==> src/hw/boot_seq_pkg.sv <==
// Constants, register map and field layout shared by both ends of the boot-mode link.
// Assumes both ends run on the one 50 MHz clock hclk with the active-low reset hresetn.
// Notes on behaviour
// - ROM sequence runs first, chosen by strap.
// - Strap 00: point flash entry locally, halt.
// - Core-only reset clears the alias bit.
// - Strap 01: halt and await service processor.
// - Controller writes halt code into control byte.
// - Inactive boot code reports about-to-halt status.
// - Controller waits for status before register access.
// - Controller configures, then issues core-only reset.
// - Strap 10: scan links for pending ones.
// - Strap 10 halt request: report, halt at once.
// - Strap 10: return routes from interface units.
// - Strap 10 all links active: report, halt.
// - Link-init: remote configures, then core-only reset.
// - First neighbour message writes route back.
// - Strap 11 halt request: halt, skip links.
// - State field above three means not active.
// - Strap 11: routes from interface and config units.
// - Firmware agent found: point regions, enable firmware.
// - Then stop scanning, write core reset kind.
// - Strap 11 all active, no agent: halt.
package boot_seq_pkg;

   // Default sizes.
   localparam int NLINK = 4;
   localparam int LSTATE_W = 4;
   localparam int NID_W = 8;
   localparam int SEG_W = 4;
   localparam int AGENT_W = 4;
   localparam int ADDR_W = 4;
   localparam int DATA_W = 32;
   localparam int NB_W = 16;
   localparam int SYNC_STAGES = 2;

   // Boot-mode strap encodings.
   localparam logic [1:0] MODE_FLASH = 2'h0;
   localparam logic [1:0] MODE_SVC = 2'h1;
   localparam logic [1:0] MODE_LINK_INIT = 2'h2;
   localparam logic [1:0] MODE_LINK_BOOT = 2'h3;

   // Scratchpad codes, link state limit and reset kind.
   localparam logic [7:0] HALT_REQ = 8'h01;
   localparam logic [7:0] ABOUT_TO_HALT = 8'hf8;
   localparam logic [LSTATE_W-1:0] LINK_ACTIVE_MAX = 4'h3;
   localparam logic [2:0] RST_KIND_CORE = 3'h1;

   // Register indices on the configuration port.
   localparam logic [ADDR_W-1:0] REG_SCRATCH = 4'h0;
   localparam logic [ADDR_W-1:0] REG_SAD_FLASH = 4'h1;
   localparam logic [ADDR_W-1:0] REG_BIOS_SEG = 4'h2;
   localparam logic [ADDR_W-1:0] REG_REGION = 4'h3;
   localparam logic [ADDR_W-1:0] REG_SW_RESET = 4'h4;
   localparam logic [ADDR_W-1:0] REG_ROUTES = 4'h5;
   localparam logic [ADDR_W-1:0] REG_MODE = 4'h6;

   // Field positions.
   localparam int SCR_STATUS_LSB = 0;
   localparam int SCR_CTRL_LSB = 8;
   localparam int SAD_EN_BIT = 8;
   localparam int RGN_FW_LSB = 0;
   localparam int RGN_BIOS_LSB = 8;
   localparam int RGN_IOHUB_LSB = 16;
   localparam int RGN_FW_EN_BIT = 24;
   localparam int NB_SRC_SIU_BIT = 8;
   localparam int NB_SRC_CFG_BIT = 9;
   localparam int NB_AGENT_LSB = 12;

   // Controller registers on AHB-Lite (byte addresses) and their fields.
   localparam logic [31:0] AHB_CTRL = 32'h0000_0000;
   localparam logic [31:0] AHB_STATUS = 32'h0000_0004;
   localparam int AHB_IDX_LSB = 2;
   localparam int CTL_GO_BIT = 0;
   localparam int CTL_NID_LSB = 8;
   localparam logic [1:0] HTRANS_NONSEQ = 2'h2;

   // True when a link state field shows the link active.
   function automatic logic link_active(input logic [LSTATE_W-1:0] st);
      return st <= LINK_ACTIVE_MAX;
   endfunction

endpackage

==> src/hw/boot_link_if.sv <==
// Interface joining the socket's boot sequencer to its controlling party.
// Assumes both parties are clocked by the same hclk; the bench resolves nothing here.
`timescale 1ns/1ps
interface boot_link_if;
   // Configuration access from controller to device; req held until ack.
   logic cfg_req;
   logic cfg_we;
   logic [boot_seq_pkg::ADDR_W-1:0] cfg_addr;
   logic [boot_seq_pkg::DATA_W-1:0] cfg_wdata;
   logic cfg_ack;
   logic [boot_seq_pkg::DATA_W-1:0] cfg_rdata;
   // Core-only reset pulse from controller.
   logic core_rst;
   // Route-back message from the device to the neighbour; req held until ack.
   logic nb_req;
   logic [1:0] nb_link;
   logic [boot_seq_pkg::NB_W-1:0] nb_data;
   logic nb_ack;

   modport dev (input cfg_req, cfg_we, cfg_addr, cfg_wdata, core_rst, nb_ack,
                output cfg_ack, cfg_rdata, nb_req, nb_link, nb_data);
   modport ctl (output cfg_req, cfg_we, cfg_addr, cfg_wdata, core_rst, nb_ack,
                input cfg_ack, cfg_rdata, nb_req, nb_link, nb_data);
endinterface

==> src/hw/boot_seq_device.sv <==
// Strap-selected boot sequencer of one processor socket.
// Assumes link state inputs come from logic on hclk; the strap pins are asynchronous.
//
// The AHB-Lite register port and the register addresses were left to the implementer.
`timescale 1ns/1ps
module boot_seq_device #(
   parameter int NL = boot_seq_pkg::NLINK,
   parameter logic [boot_seq_pkg::NID_W-1:0] LOCAL_NID = 8'h00
) (
   // Clock and reset.
   input wire logic hclk,
   input wire logic hresetn,
   // Boot-mode strap pins.
   input wire logic [1:0] boot_strap,
   // Link layer status.
   input wire logic [NL*boot_seq_pkg::LSTATE_W-1:0] link_state,
   input wire logic [NL*boot_seq_pkg::AGENT_W-1:0] link_agents,
   input wire logic [NL-1:0] link_fw_agent,
   input wire logic [NL*boot_seq_pkg::NID_W-1:0] link_fw_nid,
   // Link to the controlling party.
   boot_link_if.dev lnk,
   // Core control and visible state.
   output logic core_halt_q,
   output logic alias_q,
   output logic core_reset_q,
   output logic [1:0] boot_mode_q,
   output logic [7:0] status_q,
   output logic [boot_seq_pkg::DATA_W-1:0] sad_flash_q
);

   // Sequencer states, Gray coded along capture, dispatch, scan, route, halt, run.
   typedef enum logic [2:0] {
      S_CAPTURE = 3'b000,
      S_DISPATCH = 3'b001,
      S_SCAN = 3'b011,
      S_ROUTE = 3'b010,
      S_HALT = 3'b110,
      S_RUN = 3'b111
   } dev_state_t;

   dev_state_t state_q; // Sequencer state.
   logic [1:0] strap_s1_q; // First synchroniser stage.
   logic [1:0] strap_s2_q; // Second synchroniser stage.
   logic [1:0] cap_cnt_q; // Cycles since reset release.
   logic [1:0] idx_q; // Link under examination.
   logic [NL-1:0] done_q; // Links whose return routes are programmed.
   logic [7:0] ctl_byte_q; // Scratchpad control byte.
   logic [boot_seq_pkg::DATA_W-1:0] bios_seg_q; // BIOS segment enables.
   logic [boot_seq_pkg::DATA_W-1:0] region_q; // Firmware, BIOS and I/O hub targets.
   logic [2:0] sw_reset_q; // Software reset register, reset-kind field.
   logic cfg_ack_q; // Configuration answer strobe.
   logic [boot_seq_pkg::DATA_W-1:0] cfg_rdata_q; // Configuration read data.
   logic nb_req_q; // Route-back message pending.
   logic [boot_seq_pkg::NB_W-1:0] nb_data_q; // Route-back message body.

   logic cap_done; // Strap synchroniser has filled.
   logic halt_req; // Controller asked for a halt.
   logic all_done; // Every link is active and routed.
   logic cur_active; // Link under examination is active.
   logic cfg_take; // A configuration access is taken this cycle.
   logic cfg_wr_rst; // Configuration write requests a core-only reset.
   logic fw_fire; // Firmware agent found on the link just routed.
   logic core_evt; // Core-only reset happens this cycle.

   assign cap_done = cap_cnt_q == 2'(boot_seq_pkg::SYNC_STAGES);
   assign halt_req = ctl_byte_q == boot_seq_pkg::HALT_REQ;
   assign all_done = &done_q;
   assign cur_active = boot_seq_pkg::link_active(
      link_state[idx_q*boot_seq_pkg::LSTATE_W +: boot_seq_pkg::LSTATE_W]);
   assign cfg_take = lnk.cfg_req && !cfg_ack_q;
   assign cfg_wr_rst = cfg_take && lnk.cfg_we && lnk.cfg_addr == boot_seq_pkg::REG_SW_RESET
      && lnk.cfg_wdata[2:0] == boot_seq_pkg::RST_KIND_CORE;
   assign fw_fire = state_q == S_ROUTE && lnk.nb_ack
      && boot_mode_q == boot_seq_pkg::MODE_LINK_BOOT && link_fw_agent[idx_q];
   assign core_evt = lnk.core_rst || cfg_wr_rst || fw_fire;

   assign lnk.cfg_ack = cfg_ack_q;
   assign lnk.cfg_rdata = cfg_rdata_q;
   assign lnk.nb_req = nb_req_q;
   assign lnk.nb_link = idx_q;
   assign lnk.nb_data = nb_data_q;

   // Two-flop synchroniser on the strap pins.
   always_ff @(posedge hclk or negedge hresetn) begin
      if (!hresetn) begin
         strap_s1_q <= 2'h0;
         strap_s2_q <= 2'h0;
      end else begin
         strap_s1_q <= boot_strap;
         strap_s2_q <= strap_s1_q;
      end
   end

   // Captures the strap once the synchroniser has filled, then never again.
   always_ff @(posedge hclk or negedge hresetn) begin
      if (!hresetn) begin
         cap_cnt_q <= 2'h0;
         boot_mode_q <= 2'h0;
      end else if (state_q == S_CAPTURE) begin
         if (cap_done) begin
            boot_mode_q <= strap_s2_q;
         end else begin
            cap_cnt_q <= cap_cnt_q + 2'h1;
         end
      end
   end

   // Main sequence; a core-only reset overrides every state once the mode is known.
   always_ff @(posedge hclk or negedge hresetn) begin
      if (!hresetn) begin
         state_q <= S_CAPTURE;
         idx_q <= 2'h0;
      end else if (core_evt && state_q != S_CAPTURE) begin
         state_q <= S_RUN;
      end else begin
         case (state_q)
            S_CAPTURE: begin
               if (cap_done) begin
                  state_q <= S_DISPATCH;
               end
            end
            S_DISPATCH: begin
               // Flash and service modes halt; link modes start discovery.
               if (boot_mode_q[1]) begin
                  state_q <= S_SCAN;
               end else begin
                  state_q <= S_HALT;
               end
            end
            S_SCAN: begin
               if (halt_req) begin
                  state_q <= S_HALT;
               end else if (all_done) begin
                  state_q <= S_HALT;
               end else if (!done_q[idx_q] && cur_active) begin
                  state_q <= S_ROUTE;
               end else begin
                  idx_q <= idx_q + 2'h1;
               end
            end
            S_ROUTE: begin
               // The firmware path is taken by the reset override above.
               if (lnk.nb_ack) begin
                  state_q <= S_SCAN;
                  idx_q <= idx_q + 2'h1;
               end
            end
            S_HALT: begin
               state_q <= S_HALT;
            end
            S_RUN: begin
               state_q <= S_RUN;
            end
            default: begin
               state_q <= S_CAPTURE;
            end
         endcase
      end
   end

   // Route-back message: the first thing sent to a newly active neighbour.
   always_ff @(posedge hclk or negedge hresetn) begin
      if (!hresetn) begin
         nb_req_q <= 1'b0;
         nb_data_q <= '0;
         done_q <= '0;
      end else if (state_q == S_SCAN && !halt_req && !all_done && !done_q[idx_q]
                   && cur_active && !core_evt) begin
         nb_req_q <= 1'b1;
         nb_data_q <= '0;
         nb_data_q[boot_seq_pkg::NID_W-1:0] <= LOCAL_NID;
         nb_data_q[boot_seq_pkg::NB_SRC_SIU_BIT] <= 1'b1;
         nb_data_q[boot_seq_pkg::NB_SRC_CFG_BIT] <=
            boot_mode_q == boot_seq_pkg::MODE_LINK_BOOT;
         nb_data_q[boot_seq_pkg::NB_AGENT_LSB +: boot_seq_pkg::AGENT_W] <=
            link_agents[idx_q*boot_seq_pkg::AGENT_W +: boot_seq_pkg::AGENT_W];
      end else if (nb_req_q && lnk.nb_ack) begin
         nb_req_q <= 1'b0;
         done_q[idx_q] <= 1'b1;
      end
   end

   // Scratchpad: the controller owns the control byte, the sequencer the status byte.
   always_ff @(posedge hclk or negedge hresetn) begin
      if (!hresetn) begin
         ctl_byte_q <= 8'h00;
         status_q <= 8'h00;
      end else begin
         if (cfg_take && lnk.cfg_we && lnk.cfg_addr == boot_seq_pkg::REG_SCRATCH) begin
            ctl_byte_q <= lnk.cfg_wdata[boot_seq_pkg::SCR_CTRL_LSB +: 8];
         end
         if (state_q == S_HALT && boot_mode_q == boot_seq_pkg::MODE_SVC && halt_req) begin
            status_q <= boot_seq_pkg::ABOUT_TO_HALT;
         end else if (state_q == S_SCAN && boot_mode_q == boot_seq_pkg::MODE_LINK_INIT
                      && (halt_req || all_done)) begin
            status_q <= boot_seq_pkg::ABOUT_TO_HALT;
         end
      end
   end

   // Address decoder entries and software reset register.
   always_ff @(posedge hclk or negedge hresetn) begin
      if (!hresetn) begin
         sad_flash_q <= '0;
         bios_seg_q <= '0;
         region_q <= '0;
         sw_reset_q <= 3'h0;
      end else begin
         if (state_q == S_DISPATCH && boot_mode_q == boot_seq_pkg::MODE_FLASH) begin
            sad_flash_q[boot_seq_pkg::NID_W-1:0] <= LOCAL_NID;
            sad_flash_q[boot_seq_pkg::SAD_EN_BIT] <= 1'b1;
            bios_seg_q[boot_seq_pkg::SEG_W-1:0] <= '1;
         end else if (fw_fire) begin
            region_q[boot_seq_pkg::RGN_FW_LSB +: boot_seq_pkg::NID_W] <=
               link_fw_nid[idx_q*boot_seq_pkg::NID_W +: boot_seq_pkg::NID_W];
            region_q[boot_seq_pkg::RGN_BIOS_LSB +: boot_seq_pkg::NID_W] <=
               link_fw_nid[idx_q*boot_seq_pkg::NID_W +: boot_seq_pkg::NID_W];
            region_q[boot_seq_pkg::RGN_IOHUB_LSB +: boot_seq_pkg::NID_W] <=
               link_fw_nid[idx_q*boot_seq_pkg::NID_W +: boot_seq_pkg::NID_W];
            region_q[boot_seq_pkg::RGN_FW_EN_BIT] <= 1'b1;
            sw_reset_q <= boot_seq_pkg::RST_KIND_CORE;
         end else if (cfg_take && lnk.cfg_we) begin
            // Writes by the controller, which may set up its own flash target.
            case (lnk.cfg_addr)
               boot_seq_pkg::REG_SAD_FLASH: sad_flash_q <= lnk.cfg_wdata;
               boot_seq_pkg::REG_BIOS_SEG: bios_seg_q <= lnk.cfg_wdata;
               boot_seq_pkg::REG_REGION: region_q <= lnk.cfg_wdata;
               boot_seq_pkg::REG_SW_RESET: sw_reset_q <= lnk.cfg_wdata[2:0];
               default: sw_reset_q <= sw_reset_q;
            endcase
         end
      end
   end

   // Configuration port answers one cycle after a request is taken.
   always_ff @(posedge hclk or negedge hresetn) begin
      if (!hresetn) begin
         cfg_ack_q <= 1'b0;
         cfg_rdata_q <= '0;
      end else begin
         cfg_ack_q <= cfg_take;
         if (cfg_take) begin
            case (lnk.cfg_addr)
               boot_seq_pkg::REG_SCRATCH: cfg_rdata_q <= {16'h0000, ctl_byte_q, status_q};
               boot_seq_pkg::REG_SAD_FLASH: cfg_rdata_q <= sad_flash_q;
               boot_seq_pkg::REG_BIOS_SEG: cfg_rdata_q <= bios_seg_q;
               boot_seq_pkg::REG_REGION: cfg_rdata_q <= region_q;
               boot_seq_pkg::REG_SW_RESET: cfg_rdata_q <= {29'h0, sw_reset_q};
               boot_seq_pkg::REG_ROUTES: cfg_rdata_q <= 32'(done_q);
               boot_seq_pkg::REG_MODE: cfg_rdata_q <= {27'h0, state_q, boot_mode_q};
               default: cfg_rdata_q <= '0;
            endcase
         end
      end
   end

   // Core control: halted in halt state, alias cleared by a core-only reset.
   always_ff @(posedge hclk or negedge hresetn) begin
      if (!hresetn) begin
         core_halt_q <= 1'b0;
         alias_q <= 1'b1;
         core_reset_q <= 1'b0;
      end else begin
         core_reset_q <= core_evt && state_q != S_CAPTURE;
         if (core_evt && state_q != S_CAPTURE) begin
            alias_q <= 1'b0;
            core_halt_q <= 1'b0;
         end else begin
            core_halt_q <= state_q == S_HALT;
         end
      end
   end

endmodule

==> src/flat_wrapper.sv <==
// flat-port wrapper written by rule: the top's interface ports become plain ports
module boot_seq_device_flat 
#(
   parameter int NL = boot_seq_pkg::NLINK,
   parameter logic [boot_seq_pkg::NID_W-1:0] LOCAL_NID = 8'h00
)
  (hclk, hresetn, boot_strap, link_state, link_agents, link_fw_agent, link_fw_nid, core_halt_q, alias_q, core_reset_q, boot_mode_q, status_q, sad_flash_q, lnk_cfg_req, lnk_cfg_we, lnk_cfg_addr, lnk_cfg_wdata, lnk_core_rst, lnk_nb_ack, lnk_cfg_ack, lnk_cfg_rdata, lnk_nb_req, lnk_nb_link, lnk_nb_data);
  boot_link_if lnk_i ();
  input wire logic hclk;
  input wire logic hresetn;
  input wire logic [1:0] boot_strap;
  input wire logic [NL*boot_seq_pkg::LSTATE_W-1:0] link_state;
  input wire logic [NL*boot_seq_pkg::AGENT_W-1:0] link_agents;
  input wire logic [NL-1:0] link_fw_agent;
  input wire logic [NL*boot_seq_pkg::NID_W-1:0] link_fw_nid;
  output logic core_halt_q;
  output logic alias_q;
  output logic core_reset_q;
  output logic [1:0] boot_mode_q;
  output logic [7:0] status_q;
  output logic [boot_seq_pkg::DATA_W-1:0] sad_flash_q;
  input wire logic [$bits(lnk_i.cfg_req)-1:0] lnk_cfg_req;
  input wire logic [$bits(lnk_i.cfg_we)-1:0] lnk_cfg_we;
  input wire logic [$bits(lnk_i.cfg_addr)-1:0] lnk_cfg_addr;
  input wire logic [$bits(lnk_i.cfg_wdata)-1:0] lnk_cfg_wdata;
  input wire logic [$bits(lnk_i.core_rst)-1:0] lnk_core_rst;
  input wire logic [$bits(lnk_i.nb_ack)-1:0] lnk_nb_ack;
  output wire logic [$bits(lnk_i.cfg_ack)-1:0] lnk_cfg_ack;
  output wire logic [$bits(lnk_i.cfg_rdata)-1:0] lnk_cfg_rdata;
  output wire logic [$bits(lnk_i.nb_req)-1:0] lnk_nb_req;
  output wire logic [$bits(lnk_i.nb_link)-1:0] lnk_nb_link;
  output wire logic [$bits(lnk_i.nb_data)-1:0] lnk_nb_data;
  assign lnk_i.cfg_req = lnk_cfg_req;
  assign lnk_i.cfg_we = lnk_cfg_we;
  assign lnk_i.cfg_addr = lnk_cfg_addr;
  assign lnk_i.cfg_wdata = lnk_cfg_wdata;
  assign lnk_i.core_rst = lnk_core_rst;
  assign lnk_i.nb_ack = lnk_nb_ack;
  assign lnk_cfg_ack = lnk_i.cfg_ack;
  assign lnk_cfg_rdata = lnk_i.cfg_rdata;
  assign lnk_nb_req = lnk_i.nb_req;
  assign lnk_nb_link = lnk_i.nb_link;
  assign lnk_nb_data = lnk_i.nb_data;
  boot_seq_device #(.NL(NL), .LOCAL_NID(LOCAL_NID)) u_core (.hclk(hclk), .hresetn(hresetn), .boot_strap(boot_strap), .link_state(link_state), .link_agents(link_agents), .link_fw_agent(link_fw_agent), .link_fw_nid(link_fw_nid), .lnk(lnk_i), .core_halt_q(core_halt_q), .alias_q(alias_q), .core_reset_q(core_reset_q), .boot_mode_q(boot_mode_q), .status_q(status_q), .sad_flash_q(sad_flash_q));
endmodule
==> config.mk <==
export PLATFORM = sky130hd
export DESIGN_NAME = boot_seq_device_flat
export DESIGN_NICKNAME = d
export VERILOG_FILES = /design/src/hw/boot_seq_pkg.sv /design/src/hw/boot_link_if.sv /design/src/hw/boot_seq_device.sv /design/src/flat_wrapper.sv
export SDC_FILE = /design/constraint.sdc
export NUM_CORES = 1
export LEC_CHECK = 0
export BUFFER_PORTS_ARGS = -buffer_cell sky130_fd_sc_hd__clkbuf_2
export CORE_MARGIN = 4
export CORE_UTILIZATION = 25
export CTS_CLUSTER_DIAMETER = 200
export DETAILED_ROUTE_END_ITERATION = 10
export GPL_TIMING_DRIVEN = 0
export PLACE_DENSITY = 0.46
export SKIP_CTS_REPAIR_TIMING = 1
export SLEW_MARGIN = 10
export SYNTH_ARGS = -nofsm -noshare
export SYNTH_HDL_FRONTEND = slang
export SYNTH_SLANG_ARGS = --single-unit
==> constraint.sdc <==
create_clock -name hclk -period 3.04 [get_ports hclk]
set_clock_uncertainty 0.1 [all_clocks]
set_input_delay 0.608 -clock hclk [delete_from_list [all_inputs] [get_ports hclk]]
set_output_delay 0.608 -clock hclk [all_outputs]
set_load 0.005 [all_outputs]
==> impl_metrics.tcl, run 1 <==
set metrics [dict create \
    antenna_cells 0 \
    cp-start-kind "flop" \
    grt-ovfl-total 0 \
    drc 0 \
    worstSkewPairLatency_ns 0.43 \
    yosysSeqAreaShare 0.5402 \
    wl_met1_um 11800 \
    vias_per_cell 4.789 \
    synth_ff_type "dfrtp_1" \
    final_cells 1300 \
    wl_um 25920 \
    power_density_nw_per_um2 588.4 \
    final_antenna_net_count 0 \
    start_util 0.2538 \
    grt_pass1_vias 6580 \
    violations "hold timing" \
    p_total_mw 5.849 \
    crit_path_end_kind "flop" \
    drive_gt1_frac 0.3783 \
    synth_edf_count 0 \
    fin_nets 1008 \
    wl_met2_um 12110 \
    required_ns 3.26 \
    rsz0062_at_grt "no" \
    max-slew-margin-rel 0.2417 \
    hold_ws_ns -0.003329 \
    async_flop_share 1.000 \
    place_congestion 0.8347 \
    max_freq_mhz 354.9 \
    vias 6226 \
    reg2reg_depth 7 \
    netlist_instances 673 \
    status "finished with violations" \
    dpl.cell_count 1269 \
    antenna_found_initial 1 \
    worst_slew_pin_slew_ns 1.123 \
    numCtsBuffers 17 \
    first_iter_violations 321 \
    die_h_um 184.5 \
    finalHoldViolCount 1 \
    dp_hpwl_um 19600 \
    die_area_um2 34030 \
    wl_met3_um 1593 \
    slew_violations 0 \
    worstPathArrival_ns 3.04 \
    fillCellCount 3244 \
    cts.root.buffer_cell "clkbuf_16" \
    avgSynthCellArea_um2 11.57 \
    core.rowCount 64 \
    cp_max_fo 10 \
    route.top_layer_used "met5" \
    finalCritPeriodShare 0.9269 \
    clk_path_buf_depth 2 \
    grt_pass1_wl_um 39120 \
    ys_warn_count 0 \
    period_minus_slack_ns 2.818 \
    layout_common_cells "clkbuf_2, dfrtp_1, nand2_1, mux2_2, a22o_1" \
    ir_worst_vdd_mv 0.4094 \
    coreArea_um2 30670 \
    drv_cap 0 \
    io_pins 209 \
    power_leakage_nw 4.737 \
    grt_use_total 0.1523 \
    ys_types 58 \
    grt_max_degree 71 \
    area_growth_pct 27.68 \
    min_path_type "input pin to asynchronous set/reset pin" \
    setup_tns_ns 0 \
    fin_util 0.3241 \
    wl_per_cell_um 19.94 \
    clk_pin_slew_ns 0.08 \
    setup_viol 0 \
    ctsHtreeMaxLevel 4 \
    die_x_um 184.5 \
    cts.sinks 168 \
    crit_type "flop to flop" \
    layout.cells.most_common "clkbuf_2" \
    cts_tree "done" \
    ys_seq_elements 168 \
    netlist_area_um2 7785 \
    drt_pre_antenna_iters 5 \
    numPortBuffers 186 \
]
==> report_power, final <==
group          internal, mW  total, mW  switching [mW]
logic                 0.457      0.894           0.437
clock network          1.20       2.26            1.05
registers              2.51       2.70           0.191
==> per-stage QoR <==
| step | setup slack (ns) | area, µm² |
|---|---|---|
| after CTS | -0.02007 | 9930 |
| after detailed placement | -0.2906 | 9320 |
| after global placement | -2.160 | 9256 |
| final | 0.2223 | 9940 |
| after floorplan | 0.4881 | 7830 |
| after global routing | 0.01116 | 9940 |
==> routing by layer <==
metal | up-vias | global-route usage
met5 | - | 0
met3 | 32 | 0.03493
li1 | 2882 | -
met2 | 224 | 0.2471
met1 | 3086 | 0.2052
met4 | 2 | 0.04259
==> Yosys cell counts, types with 3 or more instances <==
| cell type | n | area, µm² |
|---|---|---|
| mux2_2 | 70 | 788.3 |
| ha_1 | 5 | 62.56 |
| buf_2 | 8 | 40.04 |
| a221oi_1 | 9 | 78.83 |
| mux2i_1 | 4 | 40.04 |
| o21ai_0 | 31 | 155.2 |
| a22o_1 | 44 | 385.4 |
| a31oi_1 | 24 | 150.1 |
| nand3_1 | 6 | 30.03 |
| nor2b_1 | 5 | 31.28 |
| mux4_2 | 13 | 292.8 |
| nor4_1 | 4 | 25.02 |
| inv_1 | 13 | 48.80 |
| and3_1 | 5 | 31.28 |
| a22oi_1 | 6 | 45.04 |
| nor4b_1 | 5 | 43.79 |
| mux2_4 | 3 | 45.04 |
| buf_4 | 18 | 135.1 |
| nor2_1 | 25 | 93.84 |
| a21oi_1 | 24 | 120.1 |
| nor3_1 | 9 | 45.04 |
| dfrtp_1 | 167 | 4179 |
| clkbuf_1 | 34 | 127.6 |
| nand2_1 | 91 | 341.6 |
| a41o_1 | 4 | 40.04 |
==> state kept, by name (all words and copies together) (netlist names), 2 cells and up <==
register and cells:
u_core.cap_cnt_q 2, u_core.strap_s1_q 2, u_core.sad_flash_q 32, u_core.strap_s2_q 2
u_core.lnk.nb_data 6, u_core.lnk.cfg_rdata 32, u_core.bios_seg_q 32, u_core.region_q 32
u_core.done_q 4, u_core.state_q 3, u_core.ctl_byte_q 8, u_core.boot_mode_q 2
u_core.lnk.nb_link 2, u_core.sw_reset_q 3
==> path summary, 6_finish.rpt <==
kind / slack (ns) / start / to
setup / recovery: 0.22 / u_core.lnk.nb_link[1] / u_core.sad_flash_q[23]
setup reg to reg: 0.22 / u_core.lnk.nb_link[1] / u_core.sad_flash_q[23]
max in group asynchronous: 1.83 / hresetn / u_core.lnk.cfg_rdata[16]
min in group hclk: 0.17 / boot_strap[0] / u_core.strap_s1_q[0]
hold reg to reg: 0.26 / u_core.strap_s1_q[0] / u_core.strap_s2_q[0]
hold / removal: -0.003 / hresetn / u_core.lnk.cfg_ack
==> critical path, stage by stage (launching register included) <==
cell      delay [ns]
dfrtp_1         0.40
clkbuf_1        0.36
mux4_2          0.43
nand4_4         0.18
and3_1          0.24
clkbuf_1        0.25
buf_2           0.36
mux2_2          0.37
==> logic make-up (layout without fill, tap and decap cells) <==
| kind of cell | count (synthesis) | after routing | share of synthesized area |
|---|---|---|---|
| other cells | 1 | 13 | 0.0004817 |
| xor+xnor | 2 | 2 | 0.002250 |
| flops | 168 | 168 | 0.5402 |
| fa+ha+maj | 5 | 5 | 0.008036 |
| mux | 91 | 91 | 0.1512 |
| buf+inv | 78 | 297 | 0.04950 |
| compound gates | 161 | 161 | 0.1459 |
| simple gates | 167 | 167 | 0.1024 |
==> layout make-up <==
type	count	area (µm²)	area share
clock inverters	14	170.2	0.01712
well taps	396	495.5	0.04985
flip-flops and latches	168	4207	0.4232
clock buffers	18	439.2	0.04418
repair buffers	188	994.7	0.1001
plain buffers	63	332.8	0.03348
multi-input cells	439	3248	0.3268
inverters	14	52.55	0.005287
No activity file was read; power rests on OpenSTA's default activity.
==> inputs of run 2 (changes only) <==
--- a/config.mk
+++ b/config.mk
@@ -6,5 +6,5 @@
 export NUM_CORES = 1
 export LEC_CHECK = 0
-export BUFFER_PORTS_ARGS = -buffer_cell sky130_fd_sc_hd__clkbuf_2
+export BUFFER_PORTS_ARGS = -buffer_cell sky130_fd_sc_hd__buf_4
 export CORE_MARGIN = 4
 export CORE_UTILIZATION = 25
==> constraint.sdc (replaced) <==
create_clock -name hclk -period 3 [get_ports hclk]
set_clock_uncertainty 0.1 [all_clocks]
set_input_delay 0.6 -clock hclk [delete_from_list [all_inputs] [get_ports hclk]]
set_output_delay 0.6 -clock hclk [all_outputs]
set_load 0.02 [all_outputs]
==> impl_metrics.tcl, run 2 (same netlist as run 1, synthesis figures left out) <==
set metrics [dict create \
    first_iter_violations 444 \
    max-slew-margin-rel 0.1751 \
    io_pins 209 \
    antenna_cells 0 \
    crit_start "lnk_cfg_addr[3]" \
    die_x_um 184.5 \
    layout.cells.most_common "buf_4" \
    worstPathArrival_ns 3.11 \
    power_density_nw_per_um2 606.0 \
    power_frac_seq 0.434 \
    clockPowerShare 0.388 \
    min_path_type "input pin to asynchronous set/reset pin" \
    seqCellArea_um2 4207 \
    ir_worst_vdd_mv 0.4198 \
    fillCellCount 3163 \
    coreArea_um2 30670 \
    place_congestion 0.8492 \
    grt_pass1_wl_um 39090 \
    vias_per_cell 4.763 \
    layout_common_cells "buf_4, dfrtp_1, nand2_1, mux2_2, a22o_1" \
    reg2reg_from "u_core.lnk.nb_link[1]" \
    grt-ovfl-total 0 \
    clk_pin_slew_ns 0.07 \
    grt_pass1_vias 6348 \
    r2r-end "u_core.sad_flash_q[10]" \
    core.rowCount 64 \
    dpl_cell_area_um2 9757 \
    fin_nets 1007 \
    die_h_um 184.5 \
    p_total_mw 6.311 \
    crit_path_end_kind "flop" \
    intPower_mw 4.464 \
    worstSkewPairLatency_ns 0.43 \
    cp_max_fo 10 \
    reg2reg_depth 7 \
    drt_pre_antenna_iters 5 \
    numPortBuffers 186 \
    ctsHtreeMaxLevel 4 \
    cts_tree "done" \
    drv_cap 0 \
    finalHoldViolCount 0 \
    slew_violations 0 \
    drc 0 \
    setup_tns_ns 0 \
    die_area_um2 34030 \
    cp-start-kind "input pin" \
    worst_slew_pin_slew_ns 1.221 \
    p_switching_mw 1.846 \
    area_growth_pct 33.77 \
    comb_power_share 0.178 \
    final_antenna_net_count 0 \
    fin_util 0.3395 \
    period_minus_slack_ns 2.901 \
    multiInputGateArea_um2 3242 \
    drive_gt1_frac 0.3798 \
    final_cell_area_um2 10410 \
    crit_type "input pin to flop" \
    r2r_setup_slack_ns 0.17 \
    max_freq_mhz 344.7 \
    wl_um 26170 \
    dpl.cell_count 1268 \
    grt_use_total 0.1516 \
    antenna_found_initial 1 \
    sw_frac_of_total 0.2926 \
    clk_path_buf_depth 2 \
    power_leakage_nw 4.879 \
    cts.sinks 168 \
    setup_viol 0 \
    grt_max_degree 106 \
    vias 6187 \
    start_util 0.2538 \
    wl_per_cell_um 20.15 \
    required_ns 3.21 \
    dp_hpwl_um 19540 \
    status "finished, final reports clean" \
    finalCritPeriodShare 0.9670 \
    cts.root.buffer_cell "clkbuf_16" \
    final_cells 1299 \
    numCtsBuffers 17 \
    rsz0062_at_grt "yes" \
]
## run 2: cell types whose count changed in the layout (fill, tap and decap cells not counted), sizes merged
cell and delta:
buf +186, clkinvlp -1, clkinv +2, clkbuf -188, bufinv +2, inv -2
## run 2: cell type report
cell class,count,area share
Clock inverter,15,0.02199
Multi-Input combinational cell,439,0.3113
Clock buffer,17,0.04085
Sequential cell,168,0.4039
Timing Repair Buffer,187,0.1375
Buffer,63,0.03184
Tap cell,396,0.04758
Inverter,14,0.005046
## run 2: how the worst max path moves through the flow
stage | end | slack [ns] | depth (start not counted)
after floorplan | u_core.lnk.nb_data[12] | 0.40 | 7
after global placement | u_core.ctl_byte_q[4] | -0.35 | 6
after detailed placement | u_core.ctl_byte_q[3] | -0.33 | 6
after CTS | u_core.region_q[12] | -0.05 | 7
after global routing | u_core.ctl_byte_q[5] | -0.005 | 6
final | u_core.ctl_byte_q[3] | 0.1 | 6
## run 2: critical path, stage by stage
cell and delay [ns]:
buf_4 0.13, clkbuf_1 0.23, nor4_2 1.04, and3_1 0.29
clkbuf_1 0.43, mux2_2 0.39
## run 2: power by group through the flow
stage	Sequential (mW)	Combinational [mW]	Clock, mW
2_1_floorplan	2.85	0.520	0
3_3_place_gp	2.78	1.13	0
3_5_place_dp	2.78	1.14	0
4_1_cts	2.74	1.15	2.51
5_1_grt	2.77	1.23	2.59
6_report	2.74	1.12	2.45
## run 2: layer usage
metal  wire, µm  part of all wire  GRT usage
met1      12170              0.46     0.2112
met2      12170              0.47     0.2418
met3       1484             0.057    0.03414
met4        333             0.013    0.03490
met5         13           0.00050          0
## run 2: stage by stage
step	worst slack, ns	hold WS, ns
6_report	0.09905	0.03548
4_1_cts	-0.04950	0.03715
5_1_grt	-0.004611	0.05509
3_3_place_gp	-0.3462	0.2338
3_5_place_dp	-0.3270	0.2385
2_1_floorplan	0.4007	0.2044
